<file path="config.mk">
export PLATFORM = sky130hd
export DESIGN_NAME = icc_regs
export DESIGN_NICKNAME = d
export VERILOG_FILES = /design/src/icc_pkg.sv /design/src/icc_sync.sv /design/src/icc_bus_order.sv /design/src/icc_regs.sv
export SDC_FILE = /design/constraint.sdc
export NUM_CORES = 1
export LEC_CHECK = 0
export BUFFER_PORTS_ARGS = -buffer_cell sky130_fd_sc_hd__buf_2
export CELL_PAD_IN_SITES_DETAIL_PLACEMENT = 2
export CELL_PAD_IN_SITES_GLOBAL_PLACEMENT = 2
export CORE_UTILIZATION = 37
export DETAILED_ROUTE_END_ITERATION = 7
export GPL_ROUTABILITY_DRIVEN = 0
export PLACE_DENSITY_LB_ADDON = 0.12
export SLEW_MARGIN = 20
export SYNTH_ARGS = -nofsm -noshare
export SYNTH_HDL_FRONTEND = slang
export SYNTH_HIERARCHICAL = 1
export SYNTH_SLANG_ARGS = --single-unit
</file>
<file path="constraint.sdc">
create_clock -name mclk -period 4.65 [get_ports mclk]
set_input_delay 0.465 -clock mclk [delete_from_list [all_inputs] [get_ports mclk]]
set_output_delay 0.465 -clock mclk [all_outputs]
set_load 0.05 [all_outputs]
</file>
<file path="src/icc_pkg.sv">
// Constants and carrier types shared by the image coder control register bank.
package icc_pkg;

  // Host register addresses.
  localparam logic [3:0] ADDR_SYS   = 4'h0;
  localparam logic [3:0] ADDR_PARAM = 4'h1;
  localparam logic [3:0] ADDR_CMD   = 4'h2;
  localparam logic [3:0] ADDR_IEN   = 4'h3;

  // Field positions in system_config.
  localparam int SYS_HR  = 0;
  localparam int SYS_CB  = 1;
  localparam int SYS_DS  = 3;
  localparam int SYS_BS  = 4;
  localparam int SYS_BX  = 5;
  localparam int SYS_PI  = 6;
  localparam int SYS_PB  = 7;

  // Field positions in template_params.
  localparam int PAR_ATLO = 0;
  localparam int PAR_TM   = 5;
  localparam int PAR_ATHI = 6;

  // Field positions in command_ctrl; status_flags reads back in its own layout, with the pause select at bit 5.
  localparam int CMD_IC = 0;
  localparam int CMD_JC = 1;
  localparam int CMD_RC = 2;
  localparam int CMD_JP = 3;

  // Field positions in irq_enable.
  localparam int IEN_JE = 0;
  localparam int IEN_DE = 1;
  localparam int IEN_ME = 2;
  localparam int IEN_SE = 3;
  localparam int IEN_MP = 7;
  localparam logic [7:0] IEN_MASK = 8'h8f;

  // Code bus width encodings.
  localparam logic [1:0] CB_8  = 2'h0;
  localparam logic [1:0] CB_16 = 2'h1;
  localparam logic [1:0] CB_32 = 2'h2;

  localparam logic [7:0] REG_RESET = 8'h00;

  // Configuration handed to the coding datapath.
  typedef struct packed {
    logic [1:0] code_bus_width;
    logic       code_bit_order;
    logic       code_byte_order;
    logic       image_if_select;
    logic       image_bus_width;
    logic       image_bit_swap;
    logic [6:0] adaptive_pixel_pos;
    logic       template_select;
    logic       pause_select;
    logic       marker_pause;
  } icc_cfg_s;

  // Events and levels reported by the coding datapath.
  typedef struct packed {
    logic init_done;
    logic lines_done;
    logic code_all_read;
    logic image_all_read;
    logic marker_seen;
    logic ff_overflow;
    logic code_xfer_request;
    logic coding_active;
    logic code_byte;
  } icc_evt_s;

  // Commands issued to the coding datapath.
  typedef struct packed {
    logic       core_reset;
    logic       ram_init_run;
    logic       process_run;
    logic       process_start;
    logic       process_stop;
    logic       context_xfer_run;
    logic [1:0] pad_bytes;
  } icc_ctl_s;

endpackage

</file>
<file path="src/icc_sync.sv">
// Three-stage input synchroniser that accepts a change once stages two and three agree.
`timescale 1ns/100ps
module icc_sync #(
  parameter int W = 1
) (
  // Clock and reset.
  input  wire logic         mclk,
  input  wire logic         resetn,
  // Asynchronous input and settled output.
  input  wire logic [W-1:0] async_in,
  output logic      [W-1:0] sync_out,
  // Value seen before reset release.
  input  wire logic [W-1:0] idle_value
);
  import icc_pkg::*;

  typedef struct packed {
    logic [W-1:0] ff1;
    logic [W-1:0] ff2;
    logic [W-1:0] ff3;
    logic [W-1:0] q;
  } icc_sync_s;

  icc_sync_s st;
  icc_sync_s next_st;
  logic      started;

  // The first stage only feeds the second, so metastability never reaches logic.
  always_comb begin
    next_st     = st;
    next_st.ff1 = async_in;
    next_st.ff2 = st.ff1;
    next_st.ff3 = st.ff2;
    for (int i = 0; i < W; i++) begin
      if (st.ff2[i] == st.ff3[i]) begin
        next_st.q[i] = st.ff3[i];
      end
    end
    // Reset zeros in the later stages would read as active strobes, so they are primed with the idle level.
    if (!started) begin
      next_st.ff2 = idle_value;
      next_st.ff3 = idle_value;
      next_st.q   = idle_value;
    end
  end

  always_ff @(posedge mclk or negedge resetn) begin
    if (!resetn) begin
      st      <= '0;
      started <= 1'b0;
    end else begin
      st      <= next_st;
      started <= 1'b1;
    end
  end

  // Until the pipe has filled once, report the idle level rather than zeros.
  assign sync_out = started ? st.q : idle_value;

endmodule

</file>
<file path="src/icc_bus_order.sv">
// Lane and bit ordering of the code data bus and the parallel image bus.
`timescale 1ns/100ps
module icc_bus_order (
  // Clock and reset.
  input  wire logic     mclk,
  input  wire logic     resetn,
  // Ordering selection.
  input  icc_pkg::icc_cfg_s cfg,
  // Time-ordered words, bit k is the k-th in time.
  input  wire logic [31:0] code_word,
  input  wire logic [31:0] pix_word,
  // Bus-ordered words.
  output logic      [31:0] code_bus,
  output logic      [31:0] image_bus
);
  import icc_pkg::*;

  typedef struct packed {
    logic [31:0] code_bus;
    logic [31:0] image_bus;
  } icc_order_s;

  icc_order_s st;
  icc_order_s next_st;

  function automatic logic [2:0] lanes(input logic [1:0] cb);
    unique case (cb)
      CB_16:   lanes = 3'h2;
      CB_32:   lanes = 3'h4;
      default: lanes = 3'h1;
    endcase
  endfunction

  always_comb begin
    logic [2:0] n;
    logic [1:0] bi;
    n       = lanes(cfg.code_bus_width);
    bi      = 2'h0;
    next_st = '0;
    for (int i = 0; i < 4; i++) begin
      // Byte swap only reverses lanes on wide buses.
      if (cfg.code_byte_order && n != 3'h1) begin
        bi = 2'(int'(n) - 1 - i);
      end else begin
        bi = 2'(i);
      end
      if (i < int'(n)) begin
        for (int j = 0; j < 8; j++) begin
          if (cfg.code_bit_order) begin
            next_st.code_bus[8*i+j] = code_word[8*bi+j];
          end else begin
            next_st.code_bus[8*i+7-j] = code_word[8*bi+j];
          end
        end
      end
    end
    if (cfg.image_if_select) begin
      for (int k = 0; k < 32; k++) begin
        if (!cfg.image_bus_width) begin
          if (cfg.image_bit_swap) begin
            next_st.image_bus[k] = pix_word[k];
          end else begin
            next_st.image_bus[31-k] = pix_word[k];
          end
        end else if (k < 16) begin
          if (cfg.image_bit_swap) begin
            next_st.image_bus[k] = pix_word[k];
          end else begin
            next_st.image_bus[15-k] = pix_word[k];
          end
        end
      end
    end
  end

  always_ff @(posedge mclk or negedge resetn) begin
    if (!resetn) begin
      st <= '0;
    end else begin
      st <= next_st;
    end
  end

  assign code_bus  = st.code_bus;
  assign image_bus = st.image_bus;

endmodule

</file>
<file path="src/icc_regs.sv">
// Host control and status register bank of the binary image coder.
`timescale 1ns/100ps
module icc_regs (
  // Clock and reset.
  input  wire logic        mclk,
  input  wire logic        resetn,
  // Host bus pins.
  input  wire logic        host_cs_n,
  input  wire logic        host_rd_n,
  input  wire logic        host_wr_n,
  input  wire logic [3:0]  host_addr,
  input  wire logic [7:0]  host_data_in,
  output logic      [7:0]  host_data_out,
  output logic             host_data_oe,
  // Datapath side.
  input  icc_pkg::icc_evt_s evt,
  input  wire logic [31:0] code_word,
  input  wire logic [31:0] pix_word,
  output icc_pkg::icc_cfg_s cfg,
  output icc_pkg::icc_ctl_s ctl,
  output logic      [31:0] code_bus,
  output logic      [31:0] image_bus,
  // Interrupt and request pins.
  output logic             irq_out,
  output logic             code_xfer_request
);
  import icc_pkg::*;

  typedef struct packed {
    logic       wr_q;
    logic [7:0] system_config;
    logic [7:0] template_params;
    logic       ram_init_cmd;
    logic       process_cmd;
    logic       context_xfer_cmd;
    logic       pause_select;
    logic       completion_flag;
    logic       marker_seen_flag;
    logic       ff_overflow_flag;
    logic       pause_hit;
    logic [7:0] irq_enable;
    logic       irq;
    logic       xfer_req;
    logic       start_p;
    logic       stop_p;
    logic [1:0] byte_cnt;
    logic [7:0] rdata;
    logic       oe;
  } icc_regs_s;

  localparam icc_regs_s RESET_ST = '{
    wr_q:            1'b0,
    system_config:   REG_RESET,
    template_params: REG_RESET,
    irq_enable:      REG_RESET,
    rdata:           REG_RESET,
    byte_cnt:        2'h0,
    default:         1'b0
  };

  localparam int HBUS_W = 19;

  icc_regs_s   st;
  icc_regs_s   next_st;
  logic [18:0] hbus_raw;
  logic [18:0] hbus;
  logic        cs;
  logic        rd;
  logic        wr;
  logic [3:0]  addr;
  logic [7:0]  wdata;
  logic        wr_take;

  // Pins cross into the clock domain; strobes idle high.
  // Address and data share the strobes' synchroniser, so they settle no later than the strobe does.
  assign hbus_raw = {host_cs_n, host_rd_n, host_wr_n, host_addr, host_data_in, 4'h0};

  icc_sync #(
    .W(HBUS_W)
  ) u_hbus_sync (
    .mclk       (mclk),
    .resetn     (resetn),
    .async_in   (hbus_raw),
    .sync_out   (hbus),
    .idle_value (19'h70000)
  );

  assign cs    = !hbus[18];
  assign rd    = !hbus[17];
  assign wr    = !hbus[16];
  assign addr  = hbus[15:12];
  assign wdata = hbus[11:4];

  // A write is taken once, at the settled leading edge of the write strobe.
  // Holding wr_q through the strobe stops a long strobe from writing twice.
  assign wr_take = cs && wr && !st.wr_q;

  function automatic logic is_mapped(input logic [3:0] a);
    is_mapped = (a == ADDR_SYS) || (a == ADDR_PARAM) || (a == ADDR_CMD) || (a == ADDR_IEN);
  endfunction

  always_comb begin
    logic irq_src;
    logic js_set;
    logic pause_set;
    irq_src    = 1'b0;
    js_set     = 1'b0;
    pause_set  = 1'b0;
    next_st    = st;
    next_st.wr_q     = cs && wr;
    next_st.start_p  = 1'b0;
    next_st.stop_p   = 1'b0;
    next_st.xfer_req = evt.code_xfer_request;

    // Hardware events; of the host writes below, only a soft reset clears these sticky bits.
    if (evt.marker_seen) begin
      next_st.marker_seen_flag = 1'b1;
    end
    // Overflow only flags the error; coding carries on and its output is known to be bad.
    if (evt.ff_overflow && evt.coding_active) begin
      next_st.ff_overflow_flag = 1'b1;
    end
    // Set terms are worked out first, so that a host clear in the same cycle never swallows them.
    js_set = evt.init_done
          || (!st.pause_select && evt.coding_active && evt.code_all_read)
          || (!st.pause_select && !evt.coding_active && evt.image_all_read);
    pause_set = st.process_cmd && evt.lines_done && st.pause_select;
    if (evt.init_done) begin
      next_st.ram_init_cmd = 1'b0;
    end
    if (js_set) begin
      next_st.completion_flag = 1'b1;
    end
    if (pause_set) begin
      next_st.pause_hit = 1'b1;
    end
    // Termination ends the run; a pause keeps it running so that the next start resumes.
    if (st.process_cmd && evt.lines_done && !st.pause_select) begin
      next_st.process_cmd = 1'b0;
    end
    if (evt.coding_active && evt.code_byte) begin
      next_st.byte_cnt = st.byte_cnt + 2'h1;
    end

    // Host writes; a clear from a write yields to a same-cycle hardware set.
    if (wr_take) begin
      unique case (addr)
        ADDR_SYS: begin
          next_st.system_config = wdata;
        end
        ADDR_PARAM: begin
          next_st.template_params = wdata;
        end
        ADDR_CMD: begin
          next_st.pause_select     = wdata[CMD_JP];
          next_st.context_xfer_cmd = wdata[CMD_RC];
          if (wdata[CMD_IC]) begin
            next_st.ram_init_cmd    = 1'b1;
            next_st.completion_flag = js_set;
          end
          if (wdata[CMD_JC]) begin
            next_st.process_cmd     = 1'b1;
            next_st.start_p         = 1'b1;
            next_st.pause_hit       = pause_set;
            next_st.byte_cnt        = 2'h0;
            next_st.completion_flag = js_set;
          end else if (st.process_cmd) begin
            next_st.process_cmd = 1'b0;
            next_st.stop_p      = 1'b1;
          end
        end
        ADDR_IEN: begin
          next_st.irq_enable = wdata & IEN_MASK;
        end
        default: begin
        end
      endcase
    end

    // Enabled sources drive the pin; pause raises it while the flag stays low.
    // The pin is registered, so it trails the status flag that raises it by one cycle.
    if (st.irq_enable[IEN_JE] && (st.completion_flag || st.pause_hit)) begin
      irq_src = 1'b1;
    end
    if (st.irq_enable[IEN_DE] && st.xfer_req) begin
      irq_src = 1'b1;
    end
    if (st.irq_enable[IEN_ME] && st.marker_seen_flag) begin
      irq_src = 1'b1;
    end
    if (st.irq_enable[IEN_SE] && st.ff_overflow_flag) begin
      irq_src = 1'b1;
    end
    next_st.irq = irq_src;

    // Read data is registered; command address returns status.
    next_st.oe    = cs && rd && is_mapped(addr);
    next_st.rdata = REG_RESET;
    if (cs && rd) begin
      unique case (addr)
        ADDR_SYS:   next_st.rdata = st.system_config;
        ADDR_PARAM: next_st.rdata = st.template_params;
        ADDR_CMD:   next_st.rdata = {2'h0, st.pause_select, st.ff_overflow_flag, st.irq,
                                     st.marker_seen_flag, st.xfer_req, st.completion_flag};
        ADDR_IEN:   next_st.rdata = st.irq_enable;
        default:    next_st.rdata = REG_RESET;
      endcase
    end

    // Soft reset holds everything else except wr_q and oe at its reset value while the bit is one.
    // Reads of the system register stay live so that software can see the reset bit.
    if (next_st.system_config[SYS_HR]) begin
      next_st = RESET_ST;
      next_st.system_config[SYS_HR] = 1'b1;
      next_st.wr_q  = cs && wr;
      next_st.oe    = cs && rd && is_mapped(addr);
      next_st.rdata = (cs && rd && addr == ADDR_SYS) ? st.system_config : REG_RESET;
    end
  end

  always_ff @(posedge mclk or negedge resetn) begin
    if (!resetn) begin
      st <= RESET_ST;
    end else begin
      st <= next_st;
    end
  end

  // Register fields fan out to the datapath configuration.
  always_comb begin
    cfg                    = '0;
    cfg.code_bus_width     = st.system_config[SYS_CB+1:SYS_CB];
    cfg.code_bit_order     = st.system_config[SYS_BS];
    cfg.code_byte_order    = st.system_config[SYS_BX];
    cfg.image_if_select    = st.system_config[SYS_PI];
    cfg.image_bus_width    = st.system_config[SYS_PB];
    cfg.image_bit_swap     = st.system_config[SYS_DS];
    cfg.adaptive_pixel_pos = {st.template_params[PAR_ATHI+1:PAR_ATHI], st.template_params[PAR_TM-1:PAR_ATLO]};
    cfg.template_select    = st.template_params[PAR_TM];
    cfg.pause_select       = st.pause_select;
    cfg.marker_pause       = st.irq_enable[IEN_MP];
  end

  // Zero pad bytes needed to close the final word of coded output.
  // A 16-bit bus needs one after an odd count; a 32-bit bus fills up to the next four.
  always_comb begin
    ctl                  = '0;
    ctl.core_reset       = st.system_config[SYS_HR];
    ctl.ram_init_run     = st.ram_init_cmd;
    ctl.process_run      = st.process_cmd;
    ctl.process_start    = st.start_p;
    ctl.process_stop     = st.stop_p;
    ctl.context_xfer_run = st.context_xfer_cmd;
    unique case (cfg.code_bus_width)
      CB_16:   ctl.pad_bytes = {1'b0, st.byte_cnt[0]};
      CB_32:   ctl.pad_bytes = 2'h0 - st.byte_cnt;
      default: ctl.pad_bytes = 2'h0;
    endcase
  end

  icc_bus_order u_order (
    .mclk      (mclk),
    .resetn    (resetn),
    .cfg       (cfg),
    .code_word (code_word),
    .pix_word  (pix_word),
    .code_bus  (code_bus),
    .image_bus (image_bus)
  );

  assign host_data_out     = st.rdata;
  assign host_data_oe      = st.oe;
  assign irq_out           = st.irq;
  assign code_xfer_request = st.xfer_req;

endmodule

</file>
# Word level (Yosys, flattened, before mapping)
# Index checks and enable logic that the tools add are counted.
# op_classes
n_lt_le_gt_ge	36
n_reduce_logical	43
n_mux	273
eq_ne	44
n_addsub	34
# op_table
op	count
32-bit by 6-bit < comparator with 1-bit output (second input constant)	28
1-bit 2-to-1 mux	213
1-bit binary-select mux with 5-bit select	28
5-bit by 3-bit adder with 6-bit output (second input constant)	16
8-bit 2-to-1 mux	9
57-bit 2-to-1 mux	1
5-bit by 2-bit adder with 6-bit output (second input constant)	8
47-bit 2-to-1 mux	1
2-bit inequality test (second input constant)	19
32-bit 2-to-1 mux	1
8-bit one-hot mux with 4 select lines	1
5-bit by 1-bit adder with 6-bit output (second input constant)	4
5-bit by 6-bit < comparator with 1-bit output (second input constant)	4
21-bit 2-to-1 mux	1
1-bit == test	19
1-bit logical AND	19
19-bit 2-to-1 mux	1
2-bit 2-to-1 mux	7
2-bit nonzero test	7
9-bit 2-to-1 mux	1
1-bit binary-select mux with 2-bit select	4
4-bit by 2-bit == test with 1-bit output (second input constant)	2
4-bit 2-to-1 mux	2
2-bit AND reduction	4
other kinds (16)	30
# word_totals
inputBits	90
out_inout_bits	100
register_bits	185
word_cells	475

# Depth between registers and ports, before layout
# Gate-level depths: netlist of run 1.
# logic_depth
ltp_word	12
mapped_depth	10
ltp_nobuf	6

# Cells and area by module
# Netlist of run 1, hierarchy kept.
# modules_own_cells
mod	cells_per_inst	seq_area_each_um2	area_each_um2	n_inst
icc_bus_order	359	1601.5	3474.6	1
icc_sync	278	1926.8	2811.4	1
icc_regs	234	1126.1	2434.8	1

# Worst setup path after synthesis of run 1
# No wires, ideal clock.
# synth_timing
path_kind	reg-to-output
start	register st (netlist bit cfg[15])
end	output ctl[0] (netlist name)
t_arrival_ns	1.930
path_buffers	0
path_stages_with_launch	4
t_required_ns	4.185
slack_ns	2.255
path_cell_list	dfrtp_1 -> inv_1 -> ha_1 -> nor3b_1
# synth_lines
element	line	text
start, declared	icc_regs.sv:63	icc_regs_s st;
start signal, assigned	icc_regs.sv:225	st <= next_st;
end, declared	icc_regs.sv:20	output icc_pkg::icc_ctl_s ctl,

# Worst setup path after layout of run 1
# layout_timing
start	register u_hbus_sync.started
end	register st (netlist bit cfg[6])
# layout_via
word_cells_on_any_way	14
cone_classes	eq/ne (1); mux (5); reduce/logical (8)
# layout_lines
element	line	text
start, declared	icc_sync.sv:26	logic started;
start signal, assigned	icc_sync.sv:50	started <= 1'b0;
start signal, assigned	icc_sync.sv:53	started <= 1'b1;
19-bit 2-to-1 mux (*)	icc_sync.sv:58	assign sync_out = started ? st.q : idle_value;
via hbus[12]	icc_regs.sv:66	logic [18:0] hbus;
4-bit zero test	icc_regs.sv:147	unique case (addr)
8-bit 2-to-1 mux	icc_regs.sv:147	
21-bit 2-to-1 mux	icc_regs.sv:146	if (wr_take) begin
2-bit nonzero test (no source line)	-	
2-bit AND reduction (no source line)	-	
# The timed path passes the listed nets; every way through them passes the cells marked *. The select of a mux whose other input is x is not followed.
# A chain may end at the register's enable or synchronous reset.

==> metrics, run 1 <==
Final Util=a little under half; Buffers on Ports=189; R2R Setup Slk=around 1300 ps; Final min period=between 3000 and 4000 ps; Row Count=53; final hold violation count=0; initial antenna violation count=0; critical path's largest stage delay=slightly above 700 ps; pin count of the biggest net entering global routing=89; die area=22,600 um^2; Comb pwr share=between 20 and 30%; GRT Util Overall=23.2%; CP cell instances=nand2_1, nand2_1, nor4_4, nand2_1, o22ai_2, mux2_2; worst hold path class=in2async; Reg area=roughly 4300 um^2; Slew HR=around two fifths; CTS tree=done; CTS Sinks=between 150 and 200; maximum vdd drop=around 0.25 mV; Core Region=21,300 um^2; Tcrit/Tclk final=between 70% and 80%; Bufs and invs on worst path=0; first-pass GRT wire length=40.2 mm; warnings from Yosys=6; routed wire length=between 20 and 30 mm; io pins=190; Die Width=~150 um; FF-to-FF End=cfg[6]$_DFFE_PN0P_; DRT antenna net count=0; WL/cell=about 20 um; Leak=4.64 nW; hold_buf cts=0; DRT iter0 DRCs=278; RSZ-0062 raised after global routing=no; DRC errors left=0; crit end category=flop; Worst setup SP type=flop; final worst setup slack=1260 ps; fraction of power spent switching nets=roughly two fifths; grt ovf=0; Tightest Pin Transition=roughly 900 ps; Tot Pwr=about 0.0047 W; RR Startpoint=u_hbus_sync/started$_DFF_PN0_; pwr dens=480 nW/um^2; part of the power in registers=approximately two fifths; kind of cell adding the most delay to the critical path=simple AND/OR/NAND/NOR gates; crit-path most repeated cell=nand2_1; Vias=approximately 6,700; final setup fails=0; Clock power frac=between 30% and 40%; skew final=about 11 ps; Synth-to-Final Area Change=18.9%; Req. time, crit path=~5000 ps; Post-Syn Instances=roughly 800; Die Y=150 um; Worst-Skew Late Latency=between 400 and 500 ps; clock buffer depth=2; vias per cell=5.36; footprint of the multi-input gates=about 3400 um^2; Worst-path clk slew=70 ps; HPWL Detailed=between 15 and 20 mm; fmax=around 290 MHz; H-tree Lvls=4; Slew Viols, Final=0; switching power=around 0.0018 W; share of layout cells above drive strength 1=26.3%; Final TNS setup=0 ps; Final Net Count=roughly 1,100; Pint=0.00286 W; R2R cell count=6; crit path max fanout=58; post-cts resize count=0; Root Buffer=clkbuf_16; hold_ws=roughly 78 ps; status=finished, final reports clean; WS Path Type=reg2reg; Syn Area/Cell=approximately 10 um^2; fillcell total=approximately 2,300; max cap viols=0; CP arrival=roughly 3700 ps; vias in the first global route=7,499; Worst path slowest cell=dfrtp_2; Place WS=between 900 and 1000 ps; Num CTS Buffers=17; DRT Pass-1 Iters=4; initial core utilization=a little under two fifths; Setup Buffers After CTS=0; Synth Cell Area=around 8000 um^2
==> power groups by stage <==
| stage | combinational [W] | sequential (W) | clock (W) |
|---|---|---|---|
| finish | 0.00133 | 0.00186 | 0.00146 |
| global route | 0.00143 | 0.00189 | 0.00155 |
| CTS | 0.00133 | 0.00187 | 0.00150 |
| detailed placement | 0.00133 | 0.00189 | 0 |
| global placement | 0.00127 | 0.00188 | 0 |
| floorplan | 0.000744 | 0.00211 | 0 |
==> layout by cell type, fill, tap and decap left out, types with 11 or more instances in the layout <==
cell and instances:
buf_2 188, dfrtp_1 167, nand2_1 121, o21ai_0 69, nor2_1 65, mux2i_1 35, nor2b_1 34, a211oi_1 33
o32ai_1 33, a21oi_1 25, and2_1 21, o21ai_1 21, nand2b_1 20, clkbuf_16 17, conb_1 16, inv_1 14
a22o_1 11
==> worst max-delay path by stage <==
stage	start	to	slack, ps	cells past startpoint
5_1_grt	u_hbus_sync/started$_DFF_PN0_	cfg[6]$_DFFE_PN0P_	1020	6
2_1_floorplan	cfg[15]$_DFFE_PN0P_	ctl[0]	2260	3
4_1_cts	u_hbus_sync/started$_DFF_PN0_	ctl[6]$_DFF_PN0_	960	6
6_report	u_hbus_sync/started$_DFF_PN0_	cfg[6]$_DFFE_PN0P_	1260	6
3_5_place_dp	u_hbus_sync/started$_DFF_PN0_	ctl[6]$_DFF_PN0_	950	6
3_3_place_gp	u_hbus_sync/started$_DFF_PN0_	ctl[6]$_DFF_PN0_	1300	6
==> metrics by stage <==
stage                     area (um^2)  cells
after floorplan                  8190    828
after global placement           9050   1217
after detailed placement         9050   1217
after CTS                        9640   1249
after global routing             9690   1250
final                            9690   1251
==> worst reg2reg max path, delay by kind of cell, from the launching register on <==
kind / cells / cell delay [ps]
and+or+nand+nor: 4 / 1650
DFF: 1 / 720
AOI/OAI and AO/OA: 1 / 500
muxes: 1 / 400
==> registers in the layout, summed over array words and instances (netlist names) <==
register             flops
ctl                      6
host_data_oe             1
host_data_out            8
u_hbus_sync/started      1
u_order/code_bus        32
u_hbus_sync/st          60
cfg                     17
st                      11
u_order/image_bus       32
irq_out                  1
code_xfer_request        1
==> per-layer routing <==
| metal | GRT usage (%) | share of wire (%) | vias up |
|---|---|---|---|
| met5 | 0 | 0 | - |
| li1 | - | - | 3090 |
| met4 | 8.43 | 1.9 | 0 |
| met2 | 40.8 | 51 | 182 |
| met1 | 28.9 | 43 | 3405 |
| met3 | 3.36 | 4.0 | 30 |
==> area by class of cell <==
cell class	count	share of cell area [%]
repair buffers	194	10.6
flip-flops and latches	170	43.9
clock buffers	18	4.43
clock inverters	14	1.65
diodes	1	0.0258
inverters	14	0.542
multi-input cells	565	35.3
well taps	275	3.55
Note: power is estimated with default switching activity, not from simulation.
==> inputs of run 2 (changes only) <==
--- a/config.mk
+++ b/config.mk
@@ -8,7 +8,7 @@
 export BUFFER_PORTS_ARGS = -buffer_cell sky130_fd_sc_hd__buf_2
 export CELL_PAD_IN_SITES_DETAIL_PLACEMENT = 2
 export CELL_PAD_IN_SITES_GLOBAL_PLACEMENT = 2
-export CORE_UTILIZATION = 37
+export CORE_UTILIZATION = 31
 export DETAILED_ROUTE_END_ITERATION = 7
 export GPL_ROUTABILITY_DRIVEN = 0
 export PLACE_DENSITY_LB_ADDON = 0.12
==> constraint.sdc (replaced) <==
create_clock -name mclk -period 3.1 [get_ports mclk]
set_input_delay 0.31 -clock mclk [delete_from_list [all_inputs] [get_ports mclk]]
set_output_delay 0.31 -clock mclk [all_outputs]
set_load 0.05 [all_outputs]
==> run 2 against run 1 <==
Clock-buffer cell count is 1 higher. Largest cell class unchanged. Largest power group unchanged. Critical endpoint is now host_data_out[1]$_DFF_PN0_. Via count grew 0.51%. Global-route usage fell by 4.2 points. Combinational power rose by 56%. Cell count increased by 7.0%.
==> metrics, run 2 (synthesis gave the netlist of run 1 again) <==
clock buffer depth=2 (unchanged); maximum vdd drop=0.388 mV (+55%); Slew Viols, Final=0 (unchanged); RSZ-0062 raised after global routing=no; WL/cell=18.7 um (-7.8%); final hold violation count=0 (unchanged); first-pass GRT wire length=39.1 mm (-2.7%); Most flops, register=u_hbus_sync/st; final worst setup slack=542 ps (-715 ps); crit end category=flop; Met1 Routed Length=11.7 mm (+6.6%); hold_ws=84.6 ps (+6.71 ps); Comb pwr share=29.6% (+1.0 points); grt ovf=0 (unchanged); Place WS=509 ps (-446 ps); pin count of the biggest net entering global routing=66 (-26%); Synth-to-Final Area Change=23.1%; Worst setup startpoint=u_hbus_sync/started$_DFF_PN0_; Final min period=2560 ps (-835 ps); final setup fails=0 (unchanged); Worst-Skew Late Latency=440 ps (about the same); commonest non-fill, non-tap cells in the layout=buf_2 (188), dfrtp_1 (168), nand2_1 (121), o21ai_0 (69), nor2_1 (65); WL met2=12.0 mm (-7.0%); vias per cell=5.04 (-6.0%); routed wire length=25.0 mm (-1.4%); part of the power in registers=39.2% (-0.8 points); Row Count=58 (+9.4%); max cap viols=0 (unchanged); skew final=11.7 ps (+0.953 ps); worst hold path class=in2reg; DRT iter0 DRCs=322 (+16%); H-tree Lvls=4 (unchanged); Tightest Pin Transition=779 ps (-139 ps); CTS Sinks=170 (unchanged); RR Startpoint=u_hbus_sync/started$_DFF_PN0_; status=finished, final reports clean; Root Buffer=clkbuf_16; CTS tree=done; Slew HR=48.0% (+9.4 points); worst hold start=evt[2]; Pint=0.00433 W (+51%); Vias=6,741 (+0.51%); Tcrit/Tclk final=82.5% (+9.6 points); switching power=0.00264 W (+47%); WS Path Type=reg2reg; CP arrival=2910 ps (-790 ps); Worst setup SP type=flop; Die Width=164 um (+9.1%); commonest non-fill, non-tap cell in the layout=buf_2; Num CTS Buffers=17 (unchanged); Worst-path clk slew=70 ps (about the same); Clock power frac=31.1% (-0.3 points); DRC errors left=0 (unchanged); Leak=4.80 nW (+3.4%); DRT Pass-1 Iters=4 (unchanged); HPWL Detailed=18.0 mm (+0.14%); DRT antenna net count=0 (unchanged); ant diodes=0 (-1); met3 WL post-DR=1.08 mm (+7.9%); pwr dens=695 nW/um^2 (+45%); GRT Util Overall=19.0% (-4.2 points); fmax=391 MHz (+33%); fraction of power spent switching nets=37.9% (-0.68 points); Core Region=25,500 um^2 (+20%); Final Net Count=1,090 (+3.1%); io pins=190 (unchanged); initial core utilization=32.0% (-6.3 points); post-cts resize count=0 (unchanged); Req. time, crit path=3450 ps (-1510 ps); initial antenna violation count=0 (unchanged); Buffers on Ports=189 (unchanged); crit path max fanout=14 (-76%); die area=26,900 um^2 (+19%); Largest register FFs=60 (unchanged); vias in the first global route=7,081 (-5.6%); share of layout cells above drive strength 1=26.6% (+0.33 points); Top Metal Used=met4; fillcell total=2,815 (+22%); Final TNS setup=0 ps (unchanged); Die Y=164 um (+9.1%)
-- run 2: cell types whose count changed in the layout (fill, tap and decap cells not counted), sizes merged --
cell,delta
buf,+17
dlygate4sd3,+16
inv,-4
clkinv,+3
clkbuf,+1
diode,-1
-- run 2: metal layers --
metal	global-route usage, %	vias up
met5	0	-
met4	4.84	0
met3	3.28	16
met2	31.2	163
met1	25.7	3414
li1	-	3148
-- run 2: path summary, 6_finish.rpt --
check | slack [ps] | cells after the start | endpoint
max in group asynchronous | 1910 | 3 | ctl[2]$_DFFE_PN0P_
setup reg to reg | 540 | 7 | host_data_out[1]$_DFF_PN0_
min in group asynchronous | 430 | 2 | u_order/code_bus[13]$_DFF_PN0_
hold reg to reg | 450 | 2 | u_hbus_sync/st[44]$_DFF_PN0_
setup / recovery | 540 | 7 | host_data_out[1]$_DFF_PN0_
hold / removal | 80 | 3 | code_xfer_request$_DFF_PN0_
-- run 2: final cells by class --
cell class	instances	area (um^2)	area share (%)
Tap cell	330	413	4.12
Clock inverter	13	143	1.42
Inverter	14	52.6	0.524
Multi-Input combinational cell	565	3400	33.9
Sequential cell	170	4260	42.5
Clock buffer	19	443	4.42
Timing Repair Buffer	227	1320	13.1
-- run 2: power by group through the flow --
stage / clock network (W) / registers, W / logic [W]
3_3_place_gp: 0 / 0.00278 / 0.00203
6_report: 0.00217 / 0.00273 / 0.00207
2_1_floorplan: 0 / 0.00316 / 0.00112
3_5_place_dp: 0 / 0.00278 / 0.00206
4_1_cts: 0.00224 / 0.00274 / 0.00209
5_1_grt: 0.00231 / 0.00277 / 0.00223
-- run 2: timing repair --
item	4_1_cts	5_1_grt
endpoints found under the hold margin	78	0
buffers inserted	0	0
hold buffers	16	0
-- run 2: through the flow --
step	power (W)	cell area (um^2)	utilization, %	std cells
detailed placement	0.00484	9280	36.4	1290
CTS	0.00707	10000	39.4	1338
global route	0.00731	10000	39.4	1338
global placement	0.00480	9280	36.4	1290
finish	0.00697	10000	39.4	1338
floorplan	0.00428	8190	-	828
-- run 2: critical path, cell delays in order, from the launching register on --
cell and delay, ps:
dfrtp_2 480, buf_4 210, nand2_1 60, nand2_1 180, or4_1 690, a2111oi_2 650
nand2_1 100, o21ai_0 90
